### src/inc/glfm_map.vh
// Function
// - power-to-unlock build: magnet input high releases the solenoid, low locks it
// - power-to-lock build: magnet input high engages the lock, low releases it
// - standard build: unlock disables both safety outputs; relock re-enables without opening
// - door-monitoring build: safety outputs drop only when the guard opens
// - drive green supply lamp, yellow operating lamp, red fault flash-code lamp
// - internal error disables outputs; clears after cause gone and guard opened/closed
// - multiple output faults or output short latch a lockout cleared only by power
// - fault warning drops diagnostic output, keeps safety outputs, self-clears when gone
// - warning persisting 30 minutes also shuts safety outputs and flashes red
// - output A fault (test fail or voltage while off): one flash, 30 min shutdown
// - output B fault (test fail or voltage while off): two flashes, 30 min shutdown
// - output short or both outputs faulted: three flashes, warning, immediate lockout
// - over-temperature: four flashes, warning, 30 min shutdown
// - wrong or defective actuator: five flashes, immediate shutdown
// - invalid actuator combination or tamper: six flashes, immediate shutdown
// - internal defect or supply out of range: steady red, immediate shutdown
`ifndef GLFM_MAP_VH
`define GLFM_MAP_VH

// ============================================================
// clock and timing
`define GLFM_CLK_HZ       250000000
`define GLFM_WARN_MIN     30
`define GLFM_SEC_PER_MIN  60
`define GLFM_TICK_US      1000
`define GLFM_US_PER_SEC   1000000
`define GLFM_FLASH_ON_MS  200
`define GLFM_FLASH_OFF_MS 300
`define GLFM_PAUSE_MS     1500
`define GLFM_YEL_HALF_MS  500

// ============================================================
// register offsets
`define GLFM_REG_CTRL     8'h00
`define GLFM_REG_STATUS   8'h04
`define GLFM_REG_IRQ_STAT 8'h08
`define GLFM_REG_IRQ_MASK 8'h0c

// ============================================================
// control fields and reset values
`define GLFM_CTRL_PTL     0
`define GLFM_CTRL_DOORMON 1
`define GLFM_CTRL_RST     2'h0
`define GLFM_MASK_RST     5'h00

// ============================================================
// interrupt bits
`define GLFM_IRQ_WARN     0
`define GLFM_IRQ_ERR      1
`define GLFM_IRQ_LOCKOUT  2
`define GLFM_IRQ_EXPIRED  3
`define GLFM_IRQ_LOCKCHG  4
`define GLFM_IRQ_W        5

// ============================================================
// flash codes
`define GLFM_CODE_NONE    4'h0
`define GLFM_CODE_OUT_A   4'h1
`define GLFM_CODE_OUT_B   4'h2
`define GLFM_CODE_SHORT   4'h3
`define GLFM_CODE_TEMP    4'h4
`define GLFM_CODE_ACT     4'h5
`define GLFM_CODE_COMBO   4'h6
`define GLFM_CODE_STEADY  4'hf

`endif

### src/core/glfm_flash.v
`timescale 1ns/100ps
`include "glfm_map.vh"

module glfm_flash #(
  parameter ON_TICKS    = `GLFM_FLASH_ON_MS,
  parameter OFF_TICKS   = `GLFM_FLASH_OFF_MS,
  parameter PAUSE_TICKS = `GLFM_PAUSE_MS
) (
  input  wire       clk,     // system clock
  input  wire       rst_n,   // synchronised reset, active low
  input  wire       tick,    // slow time base enable
  input  wire [3:0] code,    // pulses per group, none or steady
  output reg        lamp     // red lamp drive
);

  localparam [3:0] S_IDLE  = 4'h1;
  localparam [3:0] S_ON    = 4'h2;
  localparam [3:0] S_OFF   = 4'h4;
  localparam [3:0] S_PAUSE = 4'h8;

  reg [3:0]  state;
  reg [15:0] cnt;
  reg [3:0]  pulses;

  // ============================================================
  // pulse group sequencer
  always @(posedge clk or negedge rst_n) begin
    if (!rst_n) begin
      state  <= S_IDLE;
      cnt    <= 16'h0000;
      pulses <= 4'h0;
      lamp   <= 1'b0;
    end else if (code == `GLFM_CODE_STEADY) begin
      state <= S_IDLE;
      lamp  <= 1'b1;
    end else if (code == `GLFM_CODE_NONE) begin
      state <= S_IDLE;
      lamp  <= 1'b0;
    end else if (tick) begin
      case (state)
        S_IDLE: begin
          state  <= S_ON;
          cnt    <= 16'h0000;
          pulses <= 4'h1;
          lamp   <= 1'b1;
        end
        S_ON: begin
          if (cnt == ON_TICKS[15:0] - 16'h0001) begin
            cnt  <= 16'h0000;
            lamp <= 1'b0;
            // code is resampled at every pulse so a changed fault shows quickly
            state <= (pulses >= code) ? S_PAUSE : S_OFF;
          end else begin
            cnt <= cnt + 16'h0001;
          end
        end
        S_OFF: begin
          if (cnt == OFF_TICKS[15:0] - 16'h0001) begin
            cnt    <= 16'h0000;
            pulses <= pulses + 4'h1;
            lamp   <= 1'b1;
            state  <= S_ON;
          end else begin
            cnt <= cnt + 16'h0001;
          end
        end
        S_PAUSE: begin
          if (cnt == PAUSE_TICKS[15:0] - 16'h0001) begin
            state <= S_IDLE;
          end else begin
            cnt <= cnt + 16'h0001;
          end
        end
        default: begin
          state <= S_IDLE;
          lamp  <= 1'b0;
        end
      endcase
    end
  end

endmodule // glfm_flash

### src/core/glfm_top.v
// Local design decisions: the address-and-strobe port and the placing of the registers.
`timescale 1ns/100ps
`include "glfm_map.vh"

module glfm_top #(
  parameter [39:0] WARN_CYCLES = 40'd`GLFM_WARN_MIN * 40'd`GLFM_SEC_PER_MIN
                                 * 40'd`GLFM_CLK_HZ,
  parameter        TICK_CYCLES = (`GLFM_CLK_HZ / `GLFM_US_PER_SEC) * `GLFM_TICK_US
) (
  input  wire        I_CLK,          // system clock, 250 MHz
  input  wire        I_NRST,         // power-on reset, active low
  input  wire [7:0]  I_ADDR,         // register byte address
  input  wire [31:0] I_WDATA,        // register write data
  input  wire        I_WR,           // write strobe
  input  wire        I_RD,           // read strobe
  input  wire        I_MAGNET,       // magnet control input, high = 24 V
  input  wire        I_DOOR_CLOSED,  // guard closed
  input  wire        I_ACT_IN,       // actuator inserted
  input  wire        I_FB_A,         // voltage seen on safety_output_a
  input  wire        I_FB_B,         // voltage seen on safety_output_b
  input  wire        I_TEST_FAIL_A,  // output test of safety_output_a failed
  input  wire        I_TEST_FAIL_B,  // output test of safety_output_b failed
  input  wire        I_SHORT_AB,     // short between the two outputs
  input  wire        I_OVERTEMP,     // internal temperature too high
  input  wire        I_BAD_ACT,      // wrong or defective actuator
  input  wire        I_ACT_COMBO,    // invalid actuator combination / tamper
  input  wire        I_INT_DEFECT,   // internal device defect
  input  wire        I_SUPPLY_BAD,   // supply out of range
  output reg  [31:0] O_RDATA,        // read data, cycle after read strobe
  output reg         O_SOLENOID,     // solenoid lock engaged
  output reg         O_SAFETY_A,     // safety_output_a
  output reg         O_SAFETY_B,     // safety_output_b
  output reg         O_DIAG,         // non-safety diagnostic output
  output reg         O_LED_GREEN,    // supply lamp
  output reg         O_LED_YELLOW,   // status lamp
  output reg         O_LED_RED,      // fault lamp
  output reg         O_IRQ           // level interrupt
);

  localparam [15:0] YEL_TICKS = `GLFM_YEL_HALF_MS;

  // ============================================================
  // reset release
  // reset takes hold at once, but lets go only on a clock edge, two flops deep
  reg rst_meta;
  reg rst_n;

  always @(posedge I_CLK or negedge I_NRST) begin
    if (!I_NRST) begin
      rst_meta <= 1'b0;
      rst_n    <= 1'b0;
    end else begin
      rst_meta <= 1'b1;
      rst_n    <= rst_meta;
    end
  end

  // ============================================================
  // slow time base: tick enable and yellow blink phase
  // a one millisecond enable keeps the lamp counters narrow; the warning timer
  // counts raw clocks so that its end point is exact
  reg [31:0] div_cnt;
  reg        tick;
  reg [15:0] yel_cnt;
  reg        yel_phase;

  always @(posedge I_CLK or negedge rst_n) begin
    if (!rst_n) begin
      div_cnt   <= 32'h0000_0000;
      tick      <= 1'b0;
      yel_cnt   <= 16'h0000;
      yel_phase <= 1'b0;
    end else begin
      tick <= 1'b0;
      if (div_cnt == TICK_CYCLES[31:0] - 32'h0000_0001) begin
        div_cnt <= 32'h0000_0000;
        tick    <= 1'b1;
      end else begin
        div_cnt <= div_cnt + 32'h0000_0001;
      end
      if (tick) begin
        if (yel_cnt == YEL_TICKS - 16'h0001) begin
          yel_cnt   <= 16'h0000;
          yel_phase <= ~yel_phase;
        end else begin
          yel_cnt <= yel_cnt + 16'h0001;
        end
      end
    end
  end

  // ============================================================
  // control register
  reg [1:0] ctrl;
  wire      ptl     = ctrl[`GLFM_CTRL_PTL];
  wire      doormon = ctrl[`GLFM_CTRL_DOORMON];

  // ============================================================
  // lock state
  // the wiring bit picks which magnet level means locked; the guard only counts
  // as locked with the door shut and the actuator inside
  wire lock_cmd = ptl ? I_MAGNET : ~I_MAGNET;
  wire locked   = lock_cmd & I_ACT_IN & I_DOOR_CLOSED;
  wire inserted = I_ACT_IN & I_DOOR_CLOSED;

  // ============================================================
  // fault classification
  localparam NCH = 2;

  wire [NCH-1:0] ch_on   = {O_SAFETY_B, O_SAFETY_A};
  wire [NCH-1:0] ch_fb   = {I_FB_B, I_FB_A};
  wire [NCH-1:0] ch_test = {I_TEST_FAIL_B, I_TEST_FAIL_A};
  wire [NCH-1:0] ch_fault;

  // readback voltage only means a fault while that channel is switched off:
  // an outside source is then feeding the line
  genvar ch;
  generate
    for (ch = 0; ch < NCH; ch = ch + 1) begin : g_chan
      assign ch_fault[ch] = ch_test[ch] | (ch_fb[ch] & ~ch_on[ch]);
    end
  endgenerate

  wire fault_a   = ch_fault[0];
  wire fault_b   = ch_fault[1];
  wire fault_two = (fault_a & fault_b) | I_SHORT_AB;
  wire warning   = fault_a | fault_b | I_SHORT_AB | I_OVERTEMP;
  wire hard_now  = I_BAD_ACT | I_ACT_COMBO | I_INT_DEFECT | I_SUPPLY_BAD;

  reg [3:0] warn_code;
  always @* begin
    if (fault_two) begin
      warn_code = `GLFM_CODE_SHORT;
    end else if (fault_a) begin
      warn_code = `GLFM_CODE_OUT_A;
    end else if (fault_b) begin
      warn_code = `GLFM_CODE_OUT_B;
    end else if (I_OVERTEMP) begin
      warn_code = `GLFM_CODE_TEMP;
    end else begin
      warn_code = `GLFM_CODE_NONE;
    end
  end

  reg [3:0] hard_code;
  always @* begin
    if (I_INT_DEFECT | I_SUPPLY_BAD) begin
      hard_code = `GLFM_CODE_STEADY;
    end else if (I_ACT_COMBO) begin
      hard_code = `GLFM_CODE_COMBO;
    end else if (I_BAD_ACT) begin
      hard_code = `GLFM_CODE_ACT;
    end else begin
      hard_code = `GLFM_CODE_NONE;
    end
  end

  // ============================================================
  // fault state: warning timer, error latch, lockout
  reg [39:0] warn_cnt;
  reg        expired;
  reg        err;
  reg [3:0]  err_code;
  reg        err_opened;
  reg        lockout;
  reg        seen_a;
  reg        seen_b;

  always @(posedge I_CLK or negedge rst_n) begin
    if (!rst_n) begin
      warn_cnt   <= 40'h00_0000_0000;
      expired    <= 1'b0;
      err        <= 1'b0;
      err_code   <= `GLFM_CODE_NONE;
      err_opened <= 1'b0;
      lockout    <= 1'b0;
      seen_a     <= 1'b0;
      seen_b     <= 1'b0;
    end else begin
      // a warning that goes away restarts the timer and releases the outputs
      if (!warning) begin
        warn_cnt <= 40'h00_0000_0000;
        expired  <= 1'b0;
      end else if (warn_cnt == WARN_CYCLES - 40'h00_0000_0001) begin
        expired <= 1'b1;
      end else begin
        warn_cnt <= warn_cnt + 40'h00_0000_0001;
      end
      if (fault_a) begin
        seen_a <= 1'b1;
      end
      if (fault_b) begin
        seen_b <= 1'b1;
      end
      // history of both outputs kept so separate faults still add up; only reset clears it
      if (fault_two | (seen_a & fault_b) | (seen_b & fault_a)) begin
        lockout <= 1'b1;
      end
      // an opening only counts once the cause has gone, so the guard must be
      // opened and closed after the repair
      if (hard_now) begin
        err        <= 1'b1;
        err_code   <= hard_code;
        err_opened <= 1'b0;
      end else if (err) begin
        if (!I_DOOR_CLOSED) begin
          err_opened <= 1'b1;
        end else if (err_opened) begin
          err        <= 1'b0;
          err_code   <= `GLFM_CODE_NONE;
          err_opened <= 1'b0;
        end
      end
    end
  end

  // ============================================================
  // output gating
  wire base_en   = doormon ? inserted : locked;
  wire safety_en = base_en & ~err & ~lockout & ~expired;

  reg [3:0] red_code;
  always @* begin
    if (err) begin
      red_code = err_code;
    end else if (lockout) begin
      // a lockout stems from an output short or from faults on both outputs, so it shows that code
      red_code = `GLFM_CODE_SHORT;
    end else begin
      red_code = warn_code;
    end
  end

  wire red_lamp;

  glfm_flash u_flash (
    .clk   (I_CLK),
    .rst_n (rst_n),
    .tick  (tick),
    .code  (red_code),
    .lamp  (red_lamp)
  );

  // steady while locked, blinking while inserted but free
  wire next_yel = (err | lockout) ? 1'b0 :
                  locked          ? 1'b1 :
                  inserted        ? yel_phase : 1'b0;

  always @(posedge I_CLK or negedge rst_n) begin
    if (!rst_n) begin
      O_SOLENOID   <= 1'b0;
      O_SAFETY_A   <= 1'b0;
      O_SAFETY_B   <= 1'b0;
      O_DIAG       <= 1'b0;
      O_LED_GREEN  <= 1'b0;
      O_LED_YELLOW <= 1'b0;
      O_LED_RED    <= 1'b0;
    end else begin
      // lockout holds the guard locked electronically whatever the magnet input says
      O_SOLENOID   <= lock_cmd | lockout;
      O_SAFETY_A   <= safety_en;
      O_SAFETY_B   <= safety_en;
      // the diagnostic output drops on any warning so the machine can stop in an
      // orderly way before the safety outputs follow
      O_DIAG       <= safety_en & ~warning;
      O_LED_GREEN  <= 1'b1;
      O_LED_YELLOW <= next_yel;
      O_LED_RED    <= red_lamp;
    end
  end

  // ============================================================
  // interrupt status
  reg [`GLFM_IRQ_W-1:0] irq_stat;
  reg [`GLFM_IRQ_W-1:0] irq_mask;
  reg                   warn_d;
  reg                   err_d;
  reg                   lockout_d;
  reg                   expired_d;
  reg                   locked_d;

  // each event is a rising edge of its source, except the lock state, which counts both ways
  wire [`GLFM_IRQ_W-1:0] irq_set = {locked ^ locked_d,
                                    expired & ~expired_d,
                                    lockout & ~lockout_d,
                                    err & ~err_d,
                                    warning & ~warn_d};

  wire wr_irq_stat = I_WR & (I_ADDR == `GLFM_REG_IRQ_STAT);

  always @(posedge I_CLK or negedge rst_n) begin
    if (!rst_n) begin
      irq_stat  <= {`GLFM_IRQ_W{1'b0}};
      warn_d    <= 1'b0;
      err_d     <= 1'b0;
      lockout_d <= 1'b0;
      expired_d <= 1'b0;
      locked_d  <= 1'b0;
      O_IRQ     <= 1'b0;
    end else begin
      warn_d    <= warning;
      err_d     <= err;
      lockout_d <= lockout;
      expired_d <= expired;
      locked_d  <= locked;
      // set wins over a write-one clear in the same cycle
      irq_stat  <= (irq_stat & ~(wr_irq_stat ? I_WDATA[`GLFM_IRQ_W-1:0]
                                             : {`GLFM_IRQ_W{1'b0}})) | irq_set;
      O_IRQ     <= |(irq_stat & irq_mask);
    end
  end

  // ============================================================
  // register port
  // from bit 0 up: door, actuator, locked, enable, warning, error, expired, lockout, code
  wire [31:0] status_word = {20'h0_0000, red_code, lockout, expired, err, warning,
                             safety_en, locked, I_ACT_IN, I_DOOR_CLOSED};

  always @(posedge I_CLK or negedge rst_n) begin
    if (!rst_n) begin
      ctrl     <= `GLFM_CTRL_RST;
      irq_mask <= `GLFM_MASK_RST;
      O_RDATA  <= 32'h0000_0000;
    end else begin
      if (I_WR) begin
        case (I_ADDR)
          `GLFM_REG_CTRL: begin
            ctrl[`GLFM_CTRL_PTL]     <= I_WDATA[`GLFM_CTRL_PTL];
            ctrl[`GLFM_CTRL_DOORMON] <= I_WDATA[`GLFM_CTRL_DOORMON];
          end
          `GLFM_REG_IRQ_MASK: begin
            irq_mask <= I_WDATA[`GLFM_IRQ_W-1:0];
          end
          default: begin
            ctrl <= ctrl;
          end
        endcase
      end
      O_RDATA <= 32'h0000_0000;
      if (I_RD) begin
        case (I_ADDR)
          `GLFM_REG_CTRL:     O_RDATA <= {30'h0000_0000, ctrl};
          `GLFM_REG_STATUS:   O_RDATA <= status_word;
          `GLFM_REG_IRQ_STAT: O_RDATA <= {27'h000_0000, irq_stat};
          `GLFM_REG_IRQ_MASK: O_RDATA <= {27'h000_0000, irq_mask};
          default:            O_RDATA <= 32'h0000_0000;
        endcase
      end
    end
  end

endmodule // glfm_top

### config.mk
export PLATFORM = sky130hd
export DESIGN_NAME = glfm_top
export DESIGN_NICKNAME = d
export VERILOG_FILES = /design/src/core/glfm_flash.v /design/src/core/glfm_top.v
export VERILOG_INCLUDE_DIRS = /design/src /design/src/inc
export SDC_FILE = /design/constraint.sdc
export NUM_CORES = 1
export LEC_CHECK = 0
export ABC_AREA = 1
export BUFFER_PORTS_ARGS = -buffer_cell sky130_fd_sc_hd__buf_2
export CELL_PAD_IN_SITES_DETAIL_PLACEMENT = 2
export CELL_PAD_IN_SITES_GLOBAL_PLACEMENT = 2
export CORE_MARGIN = 2
export CORE_UTILIZATION = 28
export CTS_CLUSTER_DIAMETER = 200
export DETAILED_ROUTE_END_ITERATION = 7
export MAX_ROUTING_LAYER = met4
export PLACE_DENSITY = 0.7
export SKIP_CTS_REPAIR_TIMING = 1
export SYNTH_ARGS = -nofsm -noshare
export SYNTH_HDL_FRONTEND = slang
export SYNTH_SLANG_ARGS = --single-unit
### constraint.sdc
create_clock -name I_CLK -period 4.8 [get_ports I_CLK]
set_input_delay 0.24 -clock I_CLK [delete_from_list [all_inputs] [get_ports I_CLK]]
set_output_delay 0.24 -clock I_CLK [all_outputs]
set_load 0.03 [all_outputs]
==> impl_results.md, run 1 <==
- CTS root buf: clkbuf_16
- WS Path Type: flip-flop to flip-flop
- Drc violations: 0
- Clk pin slew, worst setup/hold paths: 0.07 ns
- Setup tns final: 0 ns
- Cells after synthesis: 1281
- TritonRoute pass-1 iters: 4
- HPWL Detailed: 21.9 mm
- Nets: 1405
- Launch point of the worst hold path: I_SUPPLY_BAD
- DR vias: 8505
- Final period util: 0.516
- Vias per inst: 4.73
- Dpl cells: 1767
- Final setup vio count: 0
- Crit path max-delay cell type: inv_1
- Combinational power share: 0.103
- H-tree depth: 4
- GPL Wtd Cong: 0.812
- First-pass GRT wire length: 50.4 mm
- Crit. End Element: flip-flop
- Vias in the first global route: 9466
- CP Launch Point: u_flash.state[3]
- Largest net degree at the start of global routing: 162
- Hold WC Path Type: input pin to flip-flop
- Slew headroom: 0.316
- Core area: 33300 sq um
- Distinct cells, synth: 42
- Post-Syn Area per Cell: 7.35 sq um
- Leakage: 5.21 nW
- Status: finished, final reports clean
- Clock tree from TritonCTS: yes
- Num rows: 67
- Worst path required time: 5.19 ns
- Synth area leaders: dfrtp_1, nand2_1, nor2_1, inv_1, xor2_1
- Buf/Inv on CP: 1
- Endpoints failing hold: 0
- Top cell type's share of synthesized area: 0.431
- Ports: 97
- Area of the mapped netlist: 9420 sq um
- Sw Ratio: 0.300
- PwrDens: 313 nW/um^2
- CP max FO: 16
- Filler instances: 3973
- Routed WL: 29.7 mm
- RSZ-0062 raised after global routing: no
- Detail Route Antenna Nets: 0
- Max-Cap Viols: 0
- Area Growth Syn to Fin: 13.8%
- Arr. time, crit path: 2.86 ns
- Final Max Slew Viols: 0
- Seq pwr share: 0.470
- Pint: 2.35 mW
- DIE AREA: 35100 sq um
- Clock Skews: 0.0139 ns
- Clock share of power: 0.427
- Initial antenna violation count: 0
- Avg WL per Cell: 16.5 um
- Max clock buf depth: 2
- Setup crit start kind: flip-flop
- P_sw: 1.01 mW
- Layout cells sized above 1: 0.0865
- Inserted Clock Buffers: 17
- Fmax: 404 MHz
- Crit path max-delay family: simple AND/OR/NAND/NOR gates
- Worst-skew pair later-pin latency: 0.46 ns
- Tmin final: 2.48 ns
- Initial drt markers: 270
- Die width: 187 um
- Port Buffers: 49
- Inserted Diodes: 0
- VDD IR max: 0.259 mV
- Most used cell, CP: nand2_1
- Starting Density: 0.283
- R2R Path Start: u_flash.state[3]
- Layout Cells excl Fill: 1800
- Crit-path cells: nor2_1, nand3_1, inv_1, nor2_1, nand2_1, nand2_1, nor2_4, nand2_1, nand2_1
- Height of the die: 187 um
- Overflow after GRT: 0
- Post-synthesis sequential area ratio: 0.433
- Synth warn: 0
- Synth area leader: dfrtp_1
- #FFs+latches synth: 163
- Max stage delay on crit path: 0.52 ns
- Clock sink count: 163
- Tot GR Track Use: 0.183
- Worst slew pin tran: 1.03 ns
[worst paths after layout]
path	end	slack, ns	cells after the start
max	u_flash.cnt[4]	2.32	9
min	err_code[3]	0.04	3
max reg2reg	u_flash.cnt[4]	2.32	9
min reg2reg	rst_n	0.35	0
max in group asynchronous	div_cnt[18]	3.57	1
min in group asynchronous	rst_n	0.12	2
[metrics by stage]
| stage | util | hold WS (ns) | setup slack [ns] | cell area (sq um) | power (mW) |
|---|---|---|---|---|---|
| global route | 0.322 | 0.0641 | 2.03 | 10700 | 3.50 |
| floorplan | - | -0.0556 | 2.10 | 9490 | 1.83 |
| finish | 0.322 | 0.0415 | 2.32 | 10700 | 3.35 |
| CTS | 0.322 | -0.450 | 2.27 | 10700 | 3.40 |
| global placement | 0.304 | 0.0263 | 2.49 | 10100 | 1.93 |
| detailed placement | 0.304 | 0.0266 | 2.43 | 10100 | 1.95 |
[registers in the layout (all words and copies together) (netlist names), 2 cells and up]
signal          count
u_flash.cnt        16
yel_cnt            16
div_cnt            32
u_flash.state       4
irq_stat            5
irq_mask            5
warn_cnt           40
u_flash.pulses      4
O_RDATA            12
err_code            4
ctrl                2
[power groups by stage]
| stage | registers [mW] | logic [mW] | clock network, mW |
|---|---|---|---|
| final | 1.58 | 0.345 | 1.43 |
| after detailed placement | 1.60 | 0.352 | 0 |
| after global routing | 1.59 | 0.399 | 1.51 |
| after global placement | 1.59 | 0.335 | 0 |
| after floorplan | 1.59 | 0.250 | 0 |
| after CTS | 1.57 | 0.353 | 1.47 |
[Yosys cell counts]
cell type  count
or2_2         10
nor2_2         3
buf_2          4
and2_1         3
dfrtp_1      162
nor3_1        50
o21bai_2       1
a21oi_1       21
nand3_2        1
nor2_1       187
nor2_4         4
o211ai_1       6
nor3b_1        2
dfstp_2        1
clkbuf_1       5
nand4_1       40
or2_0          1
buf_4         21
nor4_4         3
o221ai_1       1
inv_2          3
nand3_1       91
buf_6          2
nand3b_1       4
nand2_2        4
ha_1           9
a2bb2oi_1      1
o21bai_1       2
xnor2_1       13
o21ai_0       38
o211a_1        1
buf_1          2
conb_1         2
xor2_1        54
nand2_1      346
a31oi_1        4
a221oi_1       1
nand2_4        1
o2111ai_1      1
inv_1        165
nor4_1        10
o21ai_2        1
[worst register-to-register path: cells and delay by family (launching register included)]
kind / cells / cell delay [ns]
DFF: 1 / 0.41
buffers and inverters: 1 / 0.52
and+or+nand+nor: 8 / 1.49
[cells by family (layout without fill, tap and decap cells)]
| family | count (synthesis) | count (layout) | synth area share |
|---|---|---|---|
| AO/OA/AOI/OAI | 78 | 78 | 0.0473 |
| XOR/XNOR | 67 | 67 | 0.0623 |
| adder cells (fa/ha/maj) | 9 | 9 | 0.0120 |
| buffers and inverters | 202 | 253 | 0.0910 |
| flip-flops | 163 | 163 | 0.433 |
| other | 2 | 22 | 0.000798 |
| AND/OR/NAND/NOR | 760 | 760 | 0.353 |
[final cells by class]
cell class,count,area (sq um),share of cell area
multi-input cells,936,4550,0.425
flip-flops and latches,163,4080,0.381
inverters,168,631,0.0589
well taps,448,561,0.0523
clock buffers,19,453,0.0423
repair buffers,53,290,0.0271
clock inverters,13,144,0.0134
[metal layers]
layer / up-vias / global-route usage / routed length [um]
li1: 4134 / - / -
met4: 0 / 0.0488 / 348
met2: 82 / 0.314 / 14700
met5: - / - / 0
met3: 25 / 0.0242 / 706
met1: 4264 / 0.228 / 13900
[placed cells by master (no fill, tap or decap), drive strengths merged, types with 2 or more instances in the layout]
master,instances
nor3b,2
and2,3
nor3,50
xnor2,13
xor2,54
nor4,13
o211ai,6
nand3,92
o21ai,39
clkbuf,19
nand2,351
a21oi,21
buf,52
inv,174
nand3b,4
nor2,194
a31oi,4
nand4,40
conb,22
or2,11
dfrtp,162
clkinv,6
ha,9
o21bai,3
(Power assumes the default switching activity.)
==> run 2: changes to the inputs <==
==> constraint.sdc (replaced) <==
create_clock -name I_CLK -period 2.21 [get_ports I_CLK]
set_input_delay 0.1105 -clock I_CLK [delete_from_list [all_inputs] [get_ports I_CLK]]
set_output_delay 0.1105 -clock I_CLK [all_outputs]
set_load 0.03 [all_outputs]
==> run 2 against run 1 <==
The flow now finishes with violations (negative hold slack). Power grew 120%. Die area stayed put. First-iteration DRC count is 33% higher. Non-clock buffer count up 40. Design area up 3.4%. Cell count is 2.2% higher. Fmax increased by 24%. Critical endpoint is now u_flash.state[2]. Largest cell class unchanged.
==> impl_results.md, run 2 (synthesis gave the netlist of run 1 again) <==
- Status: finished, violations left (was finished, final reports clean)
- Failing checks: negative hold slack
- Routed WL: 30.6 mm (was 29.7 mm)
- Sw Ratio: 0.299 (was 0.300)
- Vias per inst: 4.72 (was 4.73)
- Max reg flops: 40 (unchanged)
- Seq pwr share: 0.465 (was 0.470)
- WS Path Type: flip-flop to flip-flop (unchanged)
- DIE AREA: 35100 sq um (unchanged)
- Setup tns final: 0 ns (unchanged)
- Setup crit start kind: flip-flop (unchanged)
- Combinational power share: 0.113 (was 0.103)
- Worst slew pin tran: 0.714 ns (was 1.03 ns)
- Crit path max-delay family: simple AND/OR/NAND/NOR gates (unchanged)
- Hold WC Path Type: input pin to flip-flop (unchanged)
- Drc violations: 0 (unchanged)
- FF-to-FF setup slack: 0.22 ns (was 2.32 ns)
- Pint: 5.14 mW (was 2.35 mW)
- Layout cells sized above 1: 0.104 (was 0.0865)
- Worst-skew pair later-pin latency: 0.45 ns (was 0.46 ns)
- CTS root buf: clkbuf_16 (unchanged)
- Slew headroom: 0.520 (was 0.316)
- Clk pin slew, worst setup/hold paths: 0.08 ns (was 0.07 ns)
- Clock Skews: 0.0127 ns (was 0.0139 ns)
- Arr. time, crit path: 2.36 ns (was 2.86 ns)
- Top reg by flops: warn_cnt (unchanged)
- Largest net degree at the start of global routing: 51 (was 162)
- Tot GR Track Use: 0.186 (was 0.183)
- Clock share of power: 0.422 (was 0.427)
- Final period util: 0.902 (was 0.516)
- Crit-path cells: nor2_2, nand2_2, nor2_2, nand2_1, nand2_1, inv_1, ha_1, nand4_1, nand3_1, nor2_1, nand2_1, a21oi_1 (was nor2_1, nand3_1, inv_1, nor2_1, nand2_1, nand2_1, nor2_4, nand2_1, nand2_1)
- Clock sink count: 163 (unchanged)
- Initial antenna violation count: 0 (unchanged)
- Worst path required time: 2.57 ns (was 5.19 ns)
- TritonRoute pass-1 iters: 4 (unchanged)
- Total length of routed met3 wires: 615 um (was 706 um)
- GPL Wtd Cong: 0.855 (was 0.812)
- Crit path max-delay cell type: dfrtp_2 (was inv_1)
- HPWL Detailed: 23.0 mm (was 21.9 mm)
- Inserted Clock Buffers: 17 (unchanged)
- Buf/Inv on CP: 1 (unchanged)
- VDD IR max: 0.501 mV (was 0.259 mV)
- Vias in the first global route: 9596 (was 9466)
- Max stage delay on crit path: 0.44 ns (was 0.52 ns)
- Tmin final: 1.99 ns (was 2.48 ns)
- Inserted Diodes: 0 (unchanged)
- DR vias: 8693 (was 8505)
- Leakage: 5.40 nW (was 5.21 nW)
- Overflow after GRT: 0 (unchanged)
- Met1 WL: 14.5 mm (was 13.9 mm)
- First-pass GRT wire length: 50.9 mm (was 50.4 mm)
- Die width: 187 um (unchanged)
- Starting Density: 0.283 (unchanged)
- Top Layer Used: met4 (unchanged)
- Initial drt markers: 360 (was 270)
- Commonest cells after routing, fill and taps aside: nand2_1, nor2_1, inv_1 (unchanged)
- P_sw: 2.19 mW (was 1.01 mW)
- Max clock buf depth: 2 (unchanged)
- Min Hold Slack: -0.0321 ns (was 0.0415 ns)
- CP max FO: 4 (was 16)
- Fmax: 501 MHz (was 404 MHz)
- Core area: 33300 sq um (unchanged)
- RSZ-0062 raised after global routing: no (unchanged)
- Final Max Slew Viols: 0 (unchanged)
- Crit. End Element: flip-flop (unchanged)
- Num rows: 67 (unchanged)
- Ports: 97 (unchanged)
- Commonest non-fill, non-tap cell in the layout: nand2_1 (unchanged)
- Detail Route Antenna Nets: 0 (unchanged)
- Clock tree from TritonCTS: yes (unchanged)
- Port Buffers: 49 (unchanged)
- Area Growth Syn to Fin: 17.7% (was 13.8%)
- PwrDens: 662 nW/um^2 (was 313 nW/um^2)
- Most used cell, CP: nand2_1 (unchanged)
- Max-Cap Viols: 0 (unchanged)
- Final Util: 0.333 (was 0.322)
- Met2 WL post-DR: 15.1 mm (was 14.7 mm)
- Endpoints failing hold: 1 (was 0)
- H-tree depth: 4 (unchanged)
- Biggest regs: warn_cnt (40), div_cnt (32) (unchanged)
- Final setup vio count: 0 (unchanged)
- Nets: 1445 (was 1405)
- Avg WL per Cell: 16.6 um (was 16.5 um)
- Height of the die: 187 um (unchanged)
[run 2: worst register-to-register path: stages, from the launching register on]
cell     delay, ns
dfrtp_2       0.44
nor2_2        0.16
nand2_2       0.11
nor2_2        0.16
nand2_1       0.10
nand2_1       0.07
inv_1         0.05
ha_1          0.29
nand4_1       0.10
nand3_1       0.11
nor2_1        0.10
nand2_1       0.06
a21oi_1       0.16
[run 2: final cells by class]
class / count / area [sq um]
clock inverter: 12 / 134
multi-input combinational: 936 / 4560
inverter: 168 / 631
clock buffer: 20 / 457
tap: 448 / 561
fill: 3922 / 22200
sequential: 163 / 4090
timing repair buffer: 93 / 661
[run 2: path summary, 6_finish.rpt]
| kind | cells after the start | endpoint | start |
|---|---|---|---|
| hold / removal | 3 | irq_mask[2] | I_WDATA[2] |
| max in group asynchronous | 1 | warn_cnt[27] | rst_n |
| hold reg to reg | 0 | lockout_d | rst_n |
| setup reg to reg | 12 | u_flash.state[2] | err |
| setup / recovery | 12 | u_flash.state[2] | err |
| min in group asynchronous | 0 | lockout_d | rst_n |
[run 2: through the flow]
step | hold WS [ns] | cell area, sq um | setup WS [ns] | power (mW) | cells
floorplan | -0.185 | 9490 | 0.379 | 3.98 | 1301
CTS | -0.586 | 10900 | 0.0688 | 7.44 | 1824
global route | 0.000976 | 11100 | 0.00391 | 7.70 | 1840
global placement | -0.104 | 10300 | 0.269 | 4.23 | 1792
finish | -0.0321 | 11100 | 0.216 | 7.33 | 1840
detailed placement | -0.103 | 10300 | 0.168 | 4.28 | 1792
[run 2: power groups by stage]
stage	clock network (mW)	logic [mW]	registers, mW
6_report	3.09	0.831	3.41
4_1_cts	3.20	0.827	3.41
3_5_place_dp	0	0.818	3.46
2_1_floorplan	0	0.542	3.44
5_1_grt	3.31	0.950	3.44
3_3_place_gp	0	0.779	3.45
[run 2: metal layers]
layer | GRT usage | vias to the layer above
met2 | 0.316 | 78
met3 | 0.0238 | 23
li1 | - | 4224
met1 | 0.235 | 4368
met5 | - | -
met4 | 0.0503 | 0
